## src/rtl/core_seq_regs.svh

```systemverilog
// Offsets, field positions, reset values and rule summary of the core sequencing block
// Function
// - Page preselect bits pick one of four 512-word program pages.
// - Watchdog expiry flag is 1 after power-up, watchdog clear or sleep; 0 on time-out.
// - Sleep entered flag 1 after power-up or watchdog clear, 0 after sleep; read-only.
// - Zero flag follows whether a flag-affecting result is zero; rotates keep it unchanged.
// - Half carry is low-nibble carry on add, no-borrow on subtract.
// - Carry is add carry, subtract no-borrow, or bit rotated out.
// - Load config copies working register into six-bit config; reset sets all ones.
// - Config bit 5 picks external pin or instruction clock for the timer.
// - Config bit 4 picks falling or rising edge of the external pin.
// - Config bit 3 gives the shared prescaler to watchdog or timer.
// - Ratio n divides timer by 2^(n+1), watchdog by 2^n.
// - Program counter advances by one each valid instruction cycle unless loaded.
// - Jump loads counter bits 8..0; pc low byte maps onto bits 7..0.
// - Status bits 5 and 6 supply counter bits 9 and 10 on loads.
// - Call or pc low byte write loads bits 7..0 and clears bit 8.
// - Page preselect bits stay unchanged when increment crosses a page.
// - Reset sets all counter bits and clears the page preselect bits.
// - Two-level stack; call moves level 1 to 2, pushes counter plus one.
// - Return literal pops level 1 to counter, copies level 2 to 1, loads literal.
// - Indirect data port accesses the memory location named by the pointer.
// - Pointer zero: indirect read gives 00h, indirect write stores nothing.
// - Status as destination of a flag-affecting op keeps computed Z, DC, C.
// - Pointer bits 4..0 pick address; bits 6..5 bank or read as 1.
`ifndef CORE_SEQ_REGS_SVH
`define CORE_SEQ_REGS_SVH

`define ADDR_INDIRECT 7'h00
`define ADDR_TIMER_COUNT 7'h01
`define ADDR_PC_LOW 7'h02
`define ADDR_STATUS 7'h03
`define ADDR_POINTER 7'h04

`define ST_CARRY 0
`define ST_HALF_CARRY 1
`define ST_ZERO 2
`define ST_SLEEP 3
`define ST_WDOG 4
`define ST_PAGE_LO 5
`define ST_PAGE_HI 6
`define ST_SPARE 7

`define CFG_SOURCE 5
`define CFG_EDGE 4
`define CFG_OWNER 3
`define CFG_RESET 6'h3f
`define SYNC_STAGES 3

`endif

```

## src/rtl/core_seq_pkg.sv

```systemverilog
// Types shared by the core sequencing block
package core_seq_pkg;
  typedef enum logic [3:0] {
    ALU_NONE = 4'h0,
    ALU_ADD = 4'h1,
    ALU_SUB = 4'h2,
    ALU_RRF = 4'h3,
    ALU_RLF = 4'h4,
    ALU_LOGIC = 4'h5
  } alu_op_t;

  typedef enum logic [3:0] {
    FLOW_STEP = 4'h1,
    FLOW_JUMP = 4'h2,
    FLOW_CALL = 4'h4,
    FLOW_RETURN = 4'h8
  } flow_t;
endpackage

```

## src/rtl/prescale_select.sv

```systemverilog
// Timer source, edge and shared prescaler routing from the config register
`timescale 1ns/1ps
module prescale_select
(
  input wire logic clk,
  input wire logic reset_n,
  input wire logic [5:0] configBits,
  input wire logic timerExtClockPin,
  input wire logic watchdogTick,
  output logic timerTick,
  output logic watchdogTimeout
);
  `include "core_seq_regs.svh"

  logic [`SYNC_STAGES-1:0] pinSync_reg;
  logic [`SYNC_STAGES-1:0] pinSync_next;
  logic pinLevel_reg;
  logic pinLevel_next;
  logic [7:0] scale_reg;
  logic [7:0] scale_next;
  logic [7:0] scaleTap;
  logic srcTick;
  logic prescaledTick;
  logic [7:0] carryMask;

  always_comb
  begin
    pinSync_next = {pinSync_reg[`SYNC_STAGES-2:0], timerExtClockPin};
    pinLevel_next = pinLevel_reg;
    // Stages two and three must agree before the level counts
    if (pinSync_reg[1] == pinSync_reg[2])
    begin
      pinLevel_next = pinSync_reg[2];
    end
  end

  always_comb
  begin
    srcTick = 1'b1;
    if (configBits[`CFG_SOURCE])
    begin
      if (configBits[`CFG_EDGE])
      begin
        srcTick = pinLevel_reg & ~pinLevel_next;
      end
      else
      begin
        srcTick = ~pinLevel_reg & pinLevel_next;
      end
    end
    // Single prescaler, fed by whichever side owns it
    prescaledTick = configBits[`CFG_OWNER] ? watchdogTick : srcTick;
    scale_next = prescaledTick ? scale_reg + 8'h01 : scale_reg;
    carryMask = (8'h02 << configBits[2:0]) - 8'h01;
    scaleTap = scale_reg & carryMask;
    // Timer sees 2^(n+1); watchdog 2^n, so ratio 000 passes every tick
    if (configBits[`CFG_OWNER])
    begin
      timerTick = srcTick;
      watchdogTimeout = watchdogTick &
        ((configBits[2:0] == 3'h0) || ((scaleTap >> 1) == (carryMask >> 1)));
    end
    else
    begin
      timerTick = prescaledTick && (scaleTap == carryMask);
      watchdogTimeout = watchdogTick;
    end
  end

  always_ff @(posedge clk or negedge reset_n)
  begin
    if (!reset_n)
    begin
      pinSync_reg <= '0;
      pinLevel_reg <= 1'b0;
      scale_reg <= 8'h00;
    end
    else
    begin
      pinSync_reg <= pinSync_next;
      pinLevel_reg <= pinLevel_next;
      scale_reg <= scale_next;
    end
  end
endmodule // prescale_select

```

## src/rtl/core_pc_status_stack.sv

```systemverilog
// Status flags, config register, program counter, return stack and indirect addressing
`timescale 1ns/1ps
module core_pc_status_stack
#(
  parameter int PC_WIDTH = 11,
  parameter bit BANKED = 1'b1
)
(
  input wire logic clk,
  input wire logic reset_n,
  input wire core_seq_pkg::flow_t flow,
  input wire logic [8:0] jumpTarget,
  input wire logic [7:0] literal,
  input wire logic instrValid,
  input wire logic loadConfig,
  input wire logic [7:0] workingReg,
  input wire logic watchdogClear,
  input wire logic sleepInstr,
  input wire logic watchdogTick,
  input wire logic timerExtClockPin,
  input wire core_seq_pkg::alu_op_t aluOp,
  input wire logic [7:0] aluA,
  input wire logic [7:0] aluB,
  input wire logic [7:0] aluResult,
  input wire logic flagWrite,
  input wire logic [6:0] fileAddr,
  input wire logic fileWrite,
  input wire logic [7:0] fileWriteData,
  input wire logic [7:0] memReadData,
  output logic [PC_WIDTH-1:0] pc,
  output logic [7:0] statusOut,
  output logic [6:0] pointerOut,
  output logic [6:0] memAddr,
  output logic memWrite,
  output logic [7:0] memWriteData,
  output logic [7:0] fileReadData,
  output logic retLiteralLoad,
  output logic [7:0] retLiteral,
  output logic timerTick,
  output logic watchdogTimeout
);
  import core_seq_pkg::*;
  `include "core_seq_regs.svh"

  // ****************************************
  // Helpers
  // ****************************************
  function automatic logic [PC_WIDTH-1:0] pagedLoad(input logic [8:0] low,
                                                   input logic [1:0] page);
    logic [10:0] full;
    full = {page, low};
    return full[PC_WIDTH-1:0];
  endfunction

  function automatic logic [6:0] pointerView(input logic [6:0] p);
    return BANKED ? p : {2'b11, p[4:0]};
  endfunction

  // Core registers repeat in every bank, so only the low five bits count
  function automatic logic hitsReg(input logic [6:0] a, input logic [6:0] target);
    return a[4:0] == target[4:0];
  endfunction

  // ****************************************
  // State
  // ****************************************
  logic [PC_WIDTH-1:0] pc_reg;
  logic [PC_WIDTH-1:0] pc_next;
  logic [PC_WIDTH-1:0] stack_reg [2];
  logic [PC_WIDTH-1:0] stack_next [2];
  logic [7:0] status_reg;
  logic [7:0] status_next;
  logic [5:0] config_reg;
  logic [5:0] config_next;
  logic [6:0] pointer_reg;
  logic [6:0] pointer_next;
  logic [7:0] retLit_reg;
  logic [7:0] retLit_next;
  logic retLoad_reg;
  logic retLoad_next;
  logic watchdogTimeoutInt;
  logic [4:0] sumLow;
  logic [8:0] sumFull;
  logic isIndirect;
  logic indirectNull;
  logic [6:0] effAddr;
  logic [1:0] page;
  logic [PC_WIDTH-1:0] pcPlusOne;

  // ****************************************
  // Timer source and shared prescaler
  // ****************************************
  prescale_select u_prescale
  (
    .clk(clk),
    .reset_n(reset_n),
    .configBits(config_reg),
    .timerExtClockPin(timerExtClockPin),
    .watchdogTick(watchdogTick),
    .timerTick(timerTick),
    .watchdogTimeout(watchdogTimeoutInt)
  );

  // ****************************************
  // Indirect addressing
  // ****************************************
  always_comb
  begin
    isIndirect = fileAddr == `ADDR_INDIRECT;
    effAddr = isIndirect ? pointerView(pointer_reg) : fileAddr;
    indirectNull = isIndirect && (pointer_reg[4:0] == 5'h00);
    memAddr = effAddr;
    // Indirect write through pointer 0 goes nowhere
    memWrite = instrValid && fileWrite && !indirectNull && (effAddr[4:0] > 5'h04);
    memWriteData = fileWriteData;
    fileReadData = memReadData;
    if (indirectNull)
    begin
      fileReadData = 8'h00;
    end
    else
    begin
      case (effAddr[4:0])
        5'h02: fileReadData = pc_reg[7:0];
        5'h03: fileReadData = status_reg;
        5'h04: fileReadData = {1'b1, pointerView(pointer_reg)};
        default: fileReadData = memReadData;
      endcase
    end
  end

  always_comb
  begin
    pointer_next = pointer_reg;
    if (instrValid && fileWrite && !indirectNull && hitsReg(effAddr, `ADDR_POINTER))
    begin
      pointer_next = fileWriteData[6:0];
    end
  end

  always_ff @(posedge clk or negedge reset_n)
  begin
    if (!reset_n)
    begin
      pointer_reg <= 7'h00;
    end
    else
    begin
      pointer_reg <= pointer_next;
    end
  end

  // ****************************************
  // Status flags and config
  // ****************************************
  always_comb
  begin
    status_next = status_reg;
    config_next = config_reg;
    sumLow = 5'h00;
    sumFull = 9'h000;
    if (instrValid && fileWrite && !indirectNull)
    begin
      if (hitsReg(effAddr, `ADDR_STATUS))
      begin
        // Flag bits 4 and 3 are read-only
        status_next[7:5] = fileWriteData[7:5];
        if (!flagWrite)
        begin
          status_next[2:0] = fileWriteData[2:0];
        end
      end
    end
    if (instrValid && flagWrite)
    begin
      // Computed flags win over a direct write of the status byte
      status_next[`ST_ZERO] = aluResult == 8'h00;
      case (aluOp)
        ALU_ADD:
        begin
          sumLow = {1'b0, aluA[3:0]} + {1'b0, aluB[3:0]};
          sumFull = {1'b0, aluA} + {1'b0, aluB};
          status_next[`ST_HALF_CARRY] = sumLow[4];
          status_next[`ST_CARRY] = sumFull[8];
        end
        ALU_SUB:
        begin
          // aluA minus aluB, flags show no-borrow
          status_next[`ST_HALF_CARRY] = aluA[3:0] >= aluB[3:0];
          status_next[`ST_CARRY] = aluA >= aluB;
        end
        ALU_RRF: status_next[`ST_CARRY] = aluA[0];
        ALU_RLF: status_next[`ST_CARRY] = aluA[7];
        default: status_next = status_next;
      endcase
      if (aluOp == ALU_RRF || aluOp == ALU_RLF)
      begin
        status_next[`ST_ZERO] = status_reg[`ST_ZERO];
      end
    end
    if (instrValid && watchdogClear)
    begin
      status_next[`ST_WDOG] = 1'b1;
      status_next[`ST_SLEEP] = 1'b1;
    end
    if (instrValid && sleepInstr)
    begin
      status_next[`ST_WDOG] = 1'b1;
      status_next[`ST_SLEEP] = 1'b0;
    end
    // Time-out is a hardware event and wins over a clear in the same cycle
    if (watchdogTimeoutInt)
    begin
      status_next[`ST_WDOG] = 1'b0;
    end
    if (instrValid && loadConfig)
    begin
      config_next = workingReg[5:0];
    end
  end

  always_ff @(posedge clk or negedge reset_n)
  begin
    if (!reset_n)
    begin
      status_reg <= 8'h18;
      config_reg <= `CFG_RESET;
    end
    else
    begin
      status_reg <= status_next;
      config_reg <= config_next;
    end
  end

  // ****************************************
  // Program counter and stack
  // ****************************************
  always_comb
  begin
    page = status_reg[`ST_PAGE_HI:`ST_PAGE_LO];
    pcPlusOne = pc_reg + 1'b1;
    pc_next = pc_reg;
    stack_next = stack_reg;
    retLit_next = retLit_reg;
    retLoad_next = 1'b0;
    if (instrValid)
    begin
      pc_next = pcPlusOne;
      case (flow)
        FLOW_JUMP: pc_next = pagedLoad(jumpTarget, page);
        FLOW_CALL:
        begin
          stack_next[1] = stack_reg[0];
          stack_next[0] = pcPlusOne;
          pc_next = pagedLoad({1'b0, jumpTarget[7:0]}, page);
        end
        FLOW_RETURN:
        begin
          pc_next = stack_reg[0];
          stack_next[0] = stack_reg[1];
          retLit_next = literal;
          retLoad_next = 1'b1;
        end
        default:
        begin
          if (fileWrite && !indirectNull && hitsReg(effAddr, `ADDR_PC_LOW))
          begin
            pc_next = pagedLoad({1'b0, fileWriteData}, page);
          end
        end
      endcase
    end
  end

  always_ff @(posedge clk or negedge reset_n)
  begin
    if (!reset_n)
    begin
      pc_reg <= '1;
      stack_reg[0] <= '0;
      stack_reg[1] <= '0;
      retLit_reg <= 8'h00;
      retLoad_reg <= 1'b0;
    end
    else
    begin
      pc_reg <= pc_next;
      stack_reg <= stack_next;
      retLit_reg <= retLit_next;
      retLoad_reg <= retLoad_next;
    end
  end

  // ****************************************
  // Outputs
  // ****************************************
  assign pc = pc_reg;
  assign statusOut = status_reg;
  assign pointerOut = pointerView(pointer_reg);
  assign retLiteral = retLit_reg;
  assign retLiteralLoad = retLoad_reg;
  assign watchdogTimeout = watchdogTimeoutInt;
endmodule // core_pc_status_stack

```

## config.mk

```make
export PLATFORM = sky130hd
export DESIGN_NAME = core_pc_status_stack
export DESIGN_NICKNAME = d
export VERILOG_FILES = /design/src/rtl/core_seq_pkg.sv /design/src/rtl/prescale_select.sv /design/src/rtl/core_pc_status_stack.sv
export VERILOG_INCLUDE_DIRS = /design/src /design/src/rtl
export SDC_FILE = /design/constraint.sdc
export NUM_CORES = 1
export LEC_CHECK = 0
export BUFFER_PORTS_ARGS = -buffer_cell sky130_fd_sc_hd__buf_2
export CORE_MARGIN = 10
export CORE_UTILIZATION = 47
export DETAILED_ROUTE_END_ITERATION = 7
export PLACE_DENSITY = 0.77
export SYNTH_ARGS = -nofsm -noshare
export SYNTH_HDL_FRONTEND = slang
export SYNTH_HIERARCHICAL = 1
export SYNTH_SLANG_ARGS = --single-unit
```

## constraint.sdc

```tcl
create_clock -name clk -period 2.45 [get_ports clk]
set_clock_uncertainty 0.2 [all_clocks]
set_input_delay 0 -clock clk [delete_from_list [all_inputs] [get_ports clk]]
set_output_delay 0 -clock clk [all_outputs]
set_load 0.03 [all_outputs]
```

Word-level counts from Yosys, hierarchy flattened
Index checks and enable logic that the tools add are counted.
Widths: inputs -> output; s select.
{"block": "word_totals", "in_bits": 90, "regBits": 75, "output_inout_bits": 61, "elab_cells": 98}
{"block": "classes", "n_addsub": 5, "n_eq_ne": 15, "n_shift": 1, "order_cmp": 3, "bitwise_logic": 6, "n_mux": 26, "reduce_logical": 28}
{"operator": "$pmux 11 s3", "n": 1}
{"operator": "$pmux 8 s3", "n": 1}
{"operator": "$pmux 11 s2", "n": 1}
{"operator": "$mux 3", "n": 6}
{"operator": "$eq 4x2->1 const B", "n": 3}
{"operator": "$logic_and 1x1->1", "n": 12}
{"operator": "$add 11x1->11 const B", "n": 1}
{"operator": "$mux 11", "n": 1}
{"operator": "$eq 5x2->1 const B", "n": 2}
{"operator": "$mux 1", "n": 10}
{"operator": "$add 8x8->9", "n": 1}
{"operator": "$add 8x1->8 const B", "n": 1}
{"operator": "$and 8x8->8", "n": 1}
{"operator": "$eq 4x3->1 const B", "n": 2}
{"operator": "$eq 8x8->1", "n": 1}
{"operator": "$ge 8x8->1", "n": 1}
{"operator": "$logic_not 8->1", "n": 1}
{"operator": "$mux 8", "n": 1}
{"operator": "$reduce_bool 2->1", "n": 4}
{"operator": "$shl 2x3->8 const A", "n": 1}
{"operator": "$sub 8x1->8 const B", "n": 1}
{"operator": "$eq 7x7->1", "n": 1}
{"operator": "$logic_not 7->1", "n": 1}
{"operator": "$mux 7", "n": 1}
{"operator": "21 further kinds", "n": 28}

Depth between registers and ports, before layout
Gate-level depths: netlist of the first run.
{"block": "depth", "word_depth": 9, "mapped_depth": 9, "mapped_depth_nobuf": 8}

Hierarchy
Netlist of the first run, hierarchy kept.
{"mod": "core_pc_status_stack", "area_per_inst_um2": 4063.9, "seq_area_each_um2": 1600.3, "instances": 1, "cells_per_inst": 420}
{"mod": "prescale_select", "area_per_inst_um2": 738.2, "seq_area_each_um2": 300.3, "instances": 1, "cells_per_inst": 69}

Least setup slack after synthesis of the first run
OpenSTA, ideal clock, no wires.
{"block": "synth_path", "path_kind": "register -> output", "from": "register pointer_reg[1] (netlist: pointerOut[1])", "to": "output fileReadData[0]", "slack_ns": -0.374, "arrival_time_ns": 2.624, "n_path_buf": 1, "path_stages_with_launch": 8, "required_time_ns": 2.250, "path_cell_list": "dfrtp_1 -> nor4b_1 -> a21o_1 -> or3_1 -> nor3_4 -> buf_6 -> nor3_1 -> a211oi_1"}
{"block": "synth_between", "elab_chain_cells": 4}
{"item": "start, declared", "line": "core_pc_status_stack.sv:75", "text": "logic [6:0] pointer_reg;"}
{"item": "start signal, assigned", "line": "core_pc_status_stack.sv:149", "text": "pointer_reg <= pointer_next;"}
{"item": "$mux 7 *", "line": "core_pc_status_stack.sv:110", "text": "effAddr = isIndirect ? pointerView(pointer_reg) : fileAddr;"}
{"item": "net memAddr[1]", "line": "core_pc_status_stack.sv:33", "text": "output logic [6:0] memAddr,"}
{"item": "$eq 5x3->1 / $eq 5x2->1 (equally long branches)", "line": "core_pc_status_stack.sv:123", "text": "case (effAddr[4:0])"}
{"item": "$pmux 8 s3 *", "line": "core_pc_status_stack.sv:123"}
{"item": "$mux 8 *", "line": "core_pc_status_stack.sv:117", "text": "if (indirectNull)"}
{"item": "end, declared", "line": "core_pc_status_stack.sv:36", "text": "output logic [7:0] fileReadData,"}
Mark *: on every way through the listed nets, which the timed path passes. The rest lies on a longest branch.

Worst setup path after layout of the first run
{"block": "layout_path", "from": "register config_reg[2]", "to": "output timerTick"}
{"block": "layout_between", "elab_chain_cells": 6}
{"item": "start, declared", "line": "core_pc_status_stack.sv:73", "text": "logic [5:0] config_reg;"}
{"item": "start signal, assigned", "line": "core_pc_status_stack.sv:227", "text": "config_reg <= `CFG_RESET;"}
{"item": "start signal, assigned", "line": "core_pc_status_stack.sv:232", "text": "config_reg <= config_next;"}
{"item": "$shl 2x3->8 *", "line": "prescale_select.sv:54", "text": "carryMask = (8'h02 << configBits[2:0]) - 8'h01;"}
{"item": "$sub 8x1->8 *", "line": "prescale_select.sv:54"}
{"item": "$and 8x8->8", "line": "prescale_select.sv:55", "text": "scaleTap = scale_reg & carryMask;"}
{"item": "$eq 8x8->1 *", "line": "prescale_select.sv:65", "text": "timerTick = prescaledTick && (scaleTap == carryMask);"}
{"item": "$logic_and 1x1->1 *", "line": "prescale_select.sv:65"}
{"item": "$mux 1 *", "line": "prescale_select.sv:57", "text": "if (configBits[`CFG_OWNER])"}
{"item": "end, declared", "line": "core_pc_status_stack.sv:39", "text": "output logic timerTick,"}
Mark *: on every way between the ends. The rest lies on a longest branch, timed or not.

==> summary.md, run 1 <==
| Metric | Value |
|---|---|
| CP top delay family | simple AND/OR/NAND/NOR gates |
| Vias | about 4700 |
| Clk sink count | 75 |
| Final Core Density | between 60% and 70% |
| Pre-CTS setup slack | around 42 ps |
| Synth cell types | 68 |
| Ys Warns | 6 |
| First-pass GRT wire length | about 25000 um |
| Post-Route WL | between 15000 and 20000 um |
| R2R cell count | 6 |
| Max reg flops | 22 |
| Final Non-Filler Cells | between 800 and 900 |
| Critical-path cell list | buf_6, nor2_4, nand2_2, ha_4, or4b_1, a31o_1, o221ai_2, o41ai_2, buf_4 |
| Grt total ovfl | 0 |
| Netlist Area Pre-Place | about 0.0048 mm2 |
| Total negative slack | -227.9 ps |
| Worst slew pin tran | 618.7 ps |
| Nets | 817 |
| Grt met1 use | between 20% and 30% |
| Setup CP Type | reg -> out |
| Grt peak-use layer | met2 |
| Rows | 36 |
| GP Congestion | 0.9085 |
| Root Buffer | clkbuf_8 |
| Area of the multi-input gates | between 0.002 and 0.003 mm2 |
| H-tree levels | 3 |
| Total of max-cap violations | 0 |
| Post-synth EDFFs | 0 |
| PD cells | ~720 mW/mm2 |
| Worst reg2reg endpoint | pointerOut[6] |
| DR vias/cell | between 5 and 6 |
| Final setup margin | -130.7 ps |
| Clk_lat worst skew | approximately 350 ps |
| Fin crit period | between 2000 and 3000 ps |
| Crit path max fanout | 7 |
| Achievable Freq | roughly 390 MHz |
| Slew margin rel. | about three fifths |
| R2r startpoint | pointerOut[1] |
| Maximum vdd ir drop | 0.0003890 V |
| Share of cells above drive strength 1 | around two fifths |
| Die area | between 0.01 and 0.015 mm2 |
| DIE WIDTH | about 120 um |
| Flops & latches, synth | 75 |
| Most frequent cells in the layout | buf_2, dlygate4sd3_1, dfrtp_1, nand2_1, mux2_2 |
| Most common cell after layout, fill and taps aside | buf_2 |
| Die height | approximately 120 um |
| Synth Area per Inst | 9.820 um2 |
| Antenna-violating nets left | 0 |
| GRT met2 Usage | a little over a third |
| Io pins | around 150 |
| Buf/Inv on CP | 2 |
| Static Leak | 3.144 nW |
| Initial core utilization | between 40% and 50% |
| Ant diodes | 0 |
| Unrepaired setup endpoints after global routing | true |
| Final Cycle Share | 105.3% |
| CP endpoint kind | output pin |
| TritonCTS Buffers | 9 |
| Number of port buffers | about 150 |
| Synth Flop Type | dfrtp_1 |
| Post-DP HPWL | 10980 um |
| Status | finished with violations |
| DRC violations left | 0 |
| Fin. Hold Viols | 0 |
| Initial antenna violation count | 0 |
| Final instance area | about 0.0067 mm2 |
| Req. time, crit path | roughly 2300 ps |
| Area growth syn-to-layout | 39.86% |
| Vias in the first global route | roughly 5000 |
| Arrival @ worst endpoint | between 2000 and 2500 ps |
| DR pass1 iterations | 5 |
| Maximum clock path buffer count | 2 |
| Syn nets | between 500 and 600 |
| Register area | ~0.0019 mm2 |
| Power, Total | slightly below 5 mW |
| Pin count of the biggest net entering global routing | between 40 and 50 |
| Placed cell count | 759 |
| GR Util met3 | about 4.2% |
| Sequential element share of the synthesized area | between 30% and 40% |
| DR WL/cell | between 15 and 20 um |
| Clock transition at the registers of the reported paths | ~90 ps |
| Failing checks | negative setup slack |
| R2R Setup Slk | 100 ps |
| Gr usage total | roughly 21% |
| Slowest-stage cell, CP | or4b_1 |
| Post-synth ARST share | 100.0% |
| Biggest cell delay along the critical path | ~490 ps |
| TritonCTS clock tree | done |
| Worst hold path type | in -> async |
| WHS | between 8 and 9 ps |
| Syn Inst Count | around 490 |
| CP startpoint kind | flip-flop |
| Final Slew Violations | 0 |
| Core ar. | around 0.0099 mm2 |
| DR iter-0 viols | 336 |
| Placement Cell Area | 0.005720 mm2 |
| Final number of setup-violating endpoints | 2 |
| Layout fillers | 694 |
## cell type report
type / count / area share, %
clock buffers: 11 / 2.105
clock inverters: 5 / 0.8942
inverters: 21 / 1.174
multi-input cells: 367 / 41.65
flip-flops and latches: 75 / 28.32
well taps: 133 / 2.478
repair buffers: 234 / 23.38
## worst register-to-register path, stage by stage, from the launching register on
cell,delay [ps]
dfrtp_2,430
nor4b_4,140
a21o_2,200
or3_4,340
buf_4,150
nor4_4,380
mux2_2,400
## cell families (layout without fill, tap and decap cells)
kind of cell	count (synthesis)	count (layout)	synth area share, %
XOR/XNOR	19	19	3.465
adder cells (fa/ha/maj)	20	20	5.159
AO/OA/AOI/OAI	120	120	17.01
AND/OR/NAND/NOR	158	158	18.45
multiplexers	50	50	11.39
flip-flops	75	75	39.58
buffers and inverters	47	271	4.950
## where the power goes
group	total, mW	leakage, nW	switching (mW)	internal [mW]
Clock	0.968	0.100	0.463	0.504
Sequential	2.00	0.903	0.357	1.65
Combinational	1.89	2.14	1.07	0.826
Total	4.86	3.14	1.89	2.98
## metal layers
layer  wire [um]  part of all wire (%)
met1        6165                    40
met2        7971                    52
met3         991                   6.4
met4         318                   2.1
met5           0                     0
## Yosys cell counts (all sizes together) (13+ instances only)
cell type | number | area, um2
dfrtp | 56 | 1401
o21ai | 36 | 180.2
buf | 17 | 125.1
nor2 | 30 | 112.6
inv | 21 | 78.82
nor3 | 15 | 91.34
dfstp | 19 | 499.2
xnor2 | 14 | 122.6
mux2 | 37 | 416.7
mux2i | 13 | 130.1
nand2 | 43 | 163.9
a21oi | 18 | 90.09
ha | 19 | 237.7
## what timing repair did
action | 4_1_cts | 5_1_grt
hold buffers | 59 | 0
gates cloned | 1 | 0
setup endpoints to repair | 10 | 11
setup buffers | 5 | 6
gates resized for setup | 17 | 11
pin swaps | 6 | 5
hold endpoints to repair | 112 | 0
## worst max path at each step
stage	from	endpoint	slack [ps]	cells past startpoint
detailed placement	config_reg[1]	statusOut[4]	40	8
floorplan	pointerOut[1]	fileReadData[0]	-40	7
CTS	config_reg[1]	timerTick	-110	8
global placement	config_reg[1]	timerTick	120	8
global route	config_reg[2]	timerTick	-200	9
finish	config_reg[2]	timerTick	-130	9
No activity file was read; power rests on OpenSTA's default activity.
==> run 2, diff against run 1 <==
Settings changed: HOLD_SLACK_MARGIN set to 0.03.
==> summary.md, run 2 (synthesized netlist as in run 1, its figures left out) <==
| Metric | Value |
|---|---|
| Layout fillers | 692 (-0.29%) |
| H-tree levels | 3 (unchanged) |
| DR pass1 iterations | 5 (unchanged) |
| Final setup margin | -130.0 ps (+0.7020 ps) |
| Vias in the first global route | 4982 (+0.40%) |
| Post-DP HPWL | 10980 um (unchanged) |
| Cell Int Power | 2.980 mW (+0.14%) |
| Seq pwr share | 41.1% (about the same) |
| Clk_lat worst skew | 350 ps (about the same) |
| Final Cycle Share | 105.3% (about the same) |
| Final number of setup-violating endpoints | 2 (unchanged) |
| Area of the multi-input gates | 0.002800 mm2 (about the same) |
| Vias | 4717 (-0.064%) |
| Pre-CTS setup slack | 42.06 ps (unchanged) |
| Io pins | 151 (unchanged) |
| Fin crit period | 2580 ps (-0.7020 ps) |
| Arrival @ worst endpoint | 2380 ps (about the same) |
| DRC violations left | 0 (unchanged) |
| CP startpoint kind | flip-flop |
| DR vias/cell | 5.549 (-0.53%) |
| Ant diodes | 0 (unchanged) |
| Clock network power share | 19.9% (about the same) |
| Req. time, crit path | 2250 ps (about the same) |
| Final Non-Filler Cells | 850 (+0.47%) |
| Register area | 0.001902 mm2 (unchanged) |
| Pin count of the biggest net entering global routing | 35 (-27%) |
| Initial core utilization | 48.68% (unchanged) |
| Rows | 36 (unchanged) |
| Unrepaired setup endpoints after global routing | true |
| Worst slew pin tran | 714.8 ps (+96.04 ps) |
| DIE WIDTH | 121.1 um (unchanged) |
| Achievable Freq | 387.6 MHz (about the same) |
| DR iter-0 viols | 416 (+24%) |
| Root Buffer | clkbuf_8 |
| PD cells | 720.5 mW/mm2 (-0.50%) |
| Slew margin rel. | 52.35% (-5.8 points) |
| Logic pwr share | 39.0% (about the same) |
| Area growth syn-to-layout | 40.80% |
| Nets | 821 (+0.49%) |
| Clock transition at the registers of the reported paths | 90 ps (about the same) |
| Maximum clock path buffer count | 2 (unchanged) |
| CP endpoint kind | output pin |
| NetSw | 1.891 mW (+0.23%) |
| Clk sink count | 75 (unchanged) |
| Status | finished with violations |
| Max reg flops | 22 (unchanged) |
| Sw Ratio | 38.82% (about the same) |
| Placed cell count | 759 (unchanged) |
| Fin. Hold Viols | 0 (unchanged) |
| DR WL/cell | 18.33 um (+0.40%) |
| Core ar. | 0.009864 mm2 (unchanged) |
| TritonCTS clock tree | done |
| Static Leak | 3.167 nW (+0.75%) |
| Final Slew Violations | 0 (unchanged) |
| Maximum vdd ir drop | 0.0003874 V (-0.43%) |
| Total of max-cap violations | 0 (unchanged) |
| Number of port buffers | 148 (unchanged) |
| GP Congestion | 0.9085 (unchanged) |
| Failing checks | negative setup slack |
| TritonCTS Buffers | 9 (unchanged) |
| Die height | 121.1 um (unchanged) |
| Worst hold path type | in -> reg |
| Share of cells above drive strength 1 | 39.47% (-0.081 points) |
| Gr usage total | 20.76% (+0.20 points) |
| Crit path max fanout | 7 (unchanged) |
| Die area | 0.01466 mm2 (unchanged) |
| First-pass GRT wire length | 24930 um (+0.64%) |
| Most frequent cells in the layout | buf_2, dlygate4sd3_1, dfrtp_1, nand2_1, mux2_2 |
| Grt total ovfl | 0 (unchanged) |
| Setup CP Type | reg -> out |
| Initial antenna violation count | 0 (unchanged) |
| Post-Route WL | 15580 um (+0.87%) |
| Antenna-violating nets left | 0 (unchanged) |
| Most common cell after layout, fill and taps aside | buf_2 |
## run 2: power groups by stage
stage          registers [mW]  logic (mW)  clock network, mW
6_report                 2.00        1.90              0.967
3_5_place_dp             2.01        1.69                  0
5_1_grt                  2.05        2.07               1.05
3_3_place_gp             1.98        1.64                  0
2_1_floorplan            2.17       0.955                  0
4_1_cts                  1.99        1.85              0.989
## run 2: metal layers
metal  GRT usage (%)  wire [um]
met2           36.70       7991
met1           24.17       6328
met4           7.994        361
met5               0          0
met3           4.002        900
## run 2: worst paths after layout
path                                           start                   endpoint  slack [ps]  cells past startpoint
setup / recovery                       config_reg[2]                  timerTick        -130                      9
hold / removal                               flow[0]              retLiteral[3]          40                      4
setup reg to reg                       pointerOut[1]              pointerOut[6]         100                      6
hold reg to reg            u_prescale/pinSync_reg[0]  u_prescale/pinSync_reg[1]         160                      0
max in group asynchronous                    reset_n              retLiteral[7]         440                      4
min in group asynchronous                    reset_n               statusOut[5]         530                      3
## run 2: timing repair
action                                  CTS  global route
endpoints found under the hold margin   114             0
pin swaps                                 6             5
cloned                                    1             0
endpoints found under the setup margin   10            33
hold buffers                             63             0
resized for setup                        17            13
buffers inserted                          5             6
## run 2: final cells by class
class                           instances  area share (%)
Clock inverter                          5          0.8882
Sequential cell                        75           28.13
Inverter                               21           1.166
Multi-Input combinational cell        367           41.41
Tap cell                              133           2.461
Timing Repair Buffer                  238           23.85
Clock buffer                           11           2.091
## run 2: worst max-delay path, cell delays in order, from the launching register on
cell and delay (ps):
dfstp_2 390, buf_6 130, nor2_4 100, nand2_2 70, ha_4 180, or4b_1 490
a31o_1 230, o221ai_2 110, o41ai_2 130, buf_4 180
## run 2: per-stage QoR
| stage | util [%] | setup TNS, ps | hold slack [ps] | instance area (um2) | total power [mW] |
|---|---|---|---|---|---|
| after detailed placement | 57.99 | 0 | -142.5 | 5720 | 3.697 |
| final | 68.54 | -227.1 | 43.26 | 6761 | 4.872 |
| after global placement | 57.99 | 0 | -157.1 | 5720 | 3.619 |
| after floorplan | - | -60.86 | -495.6 | 4838 | 3.127 |
| after CTS | 67.50 | -197.0 | 31.18 | 6659 | 4.824 |
| after global routing | 68.54 | -427.1 | 71.76 | 6761 | 5.161 |
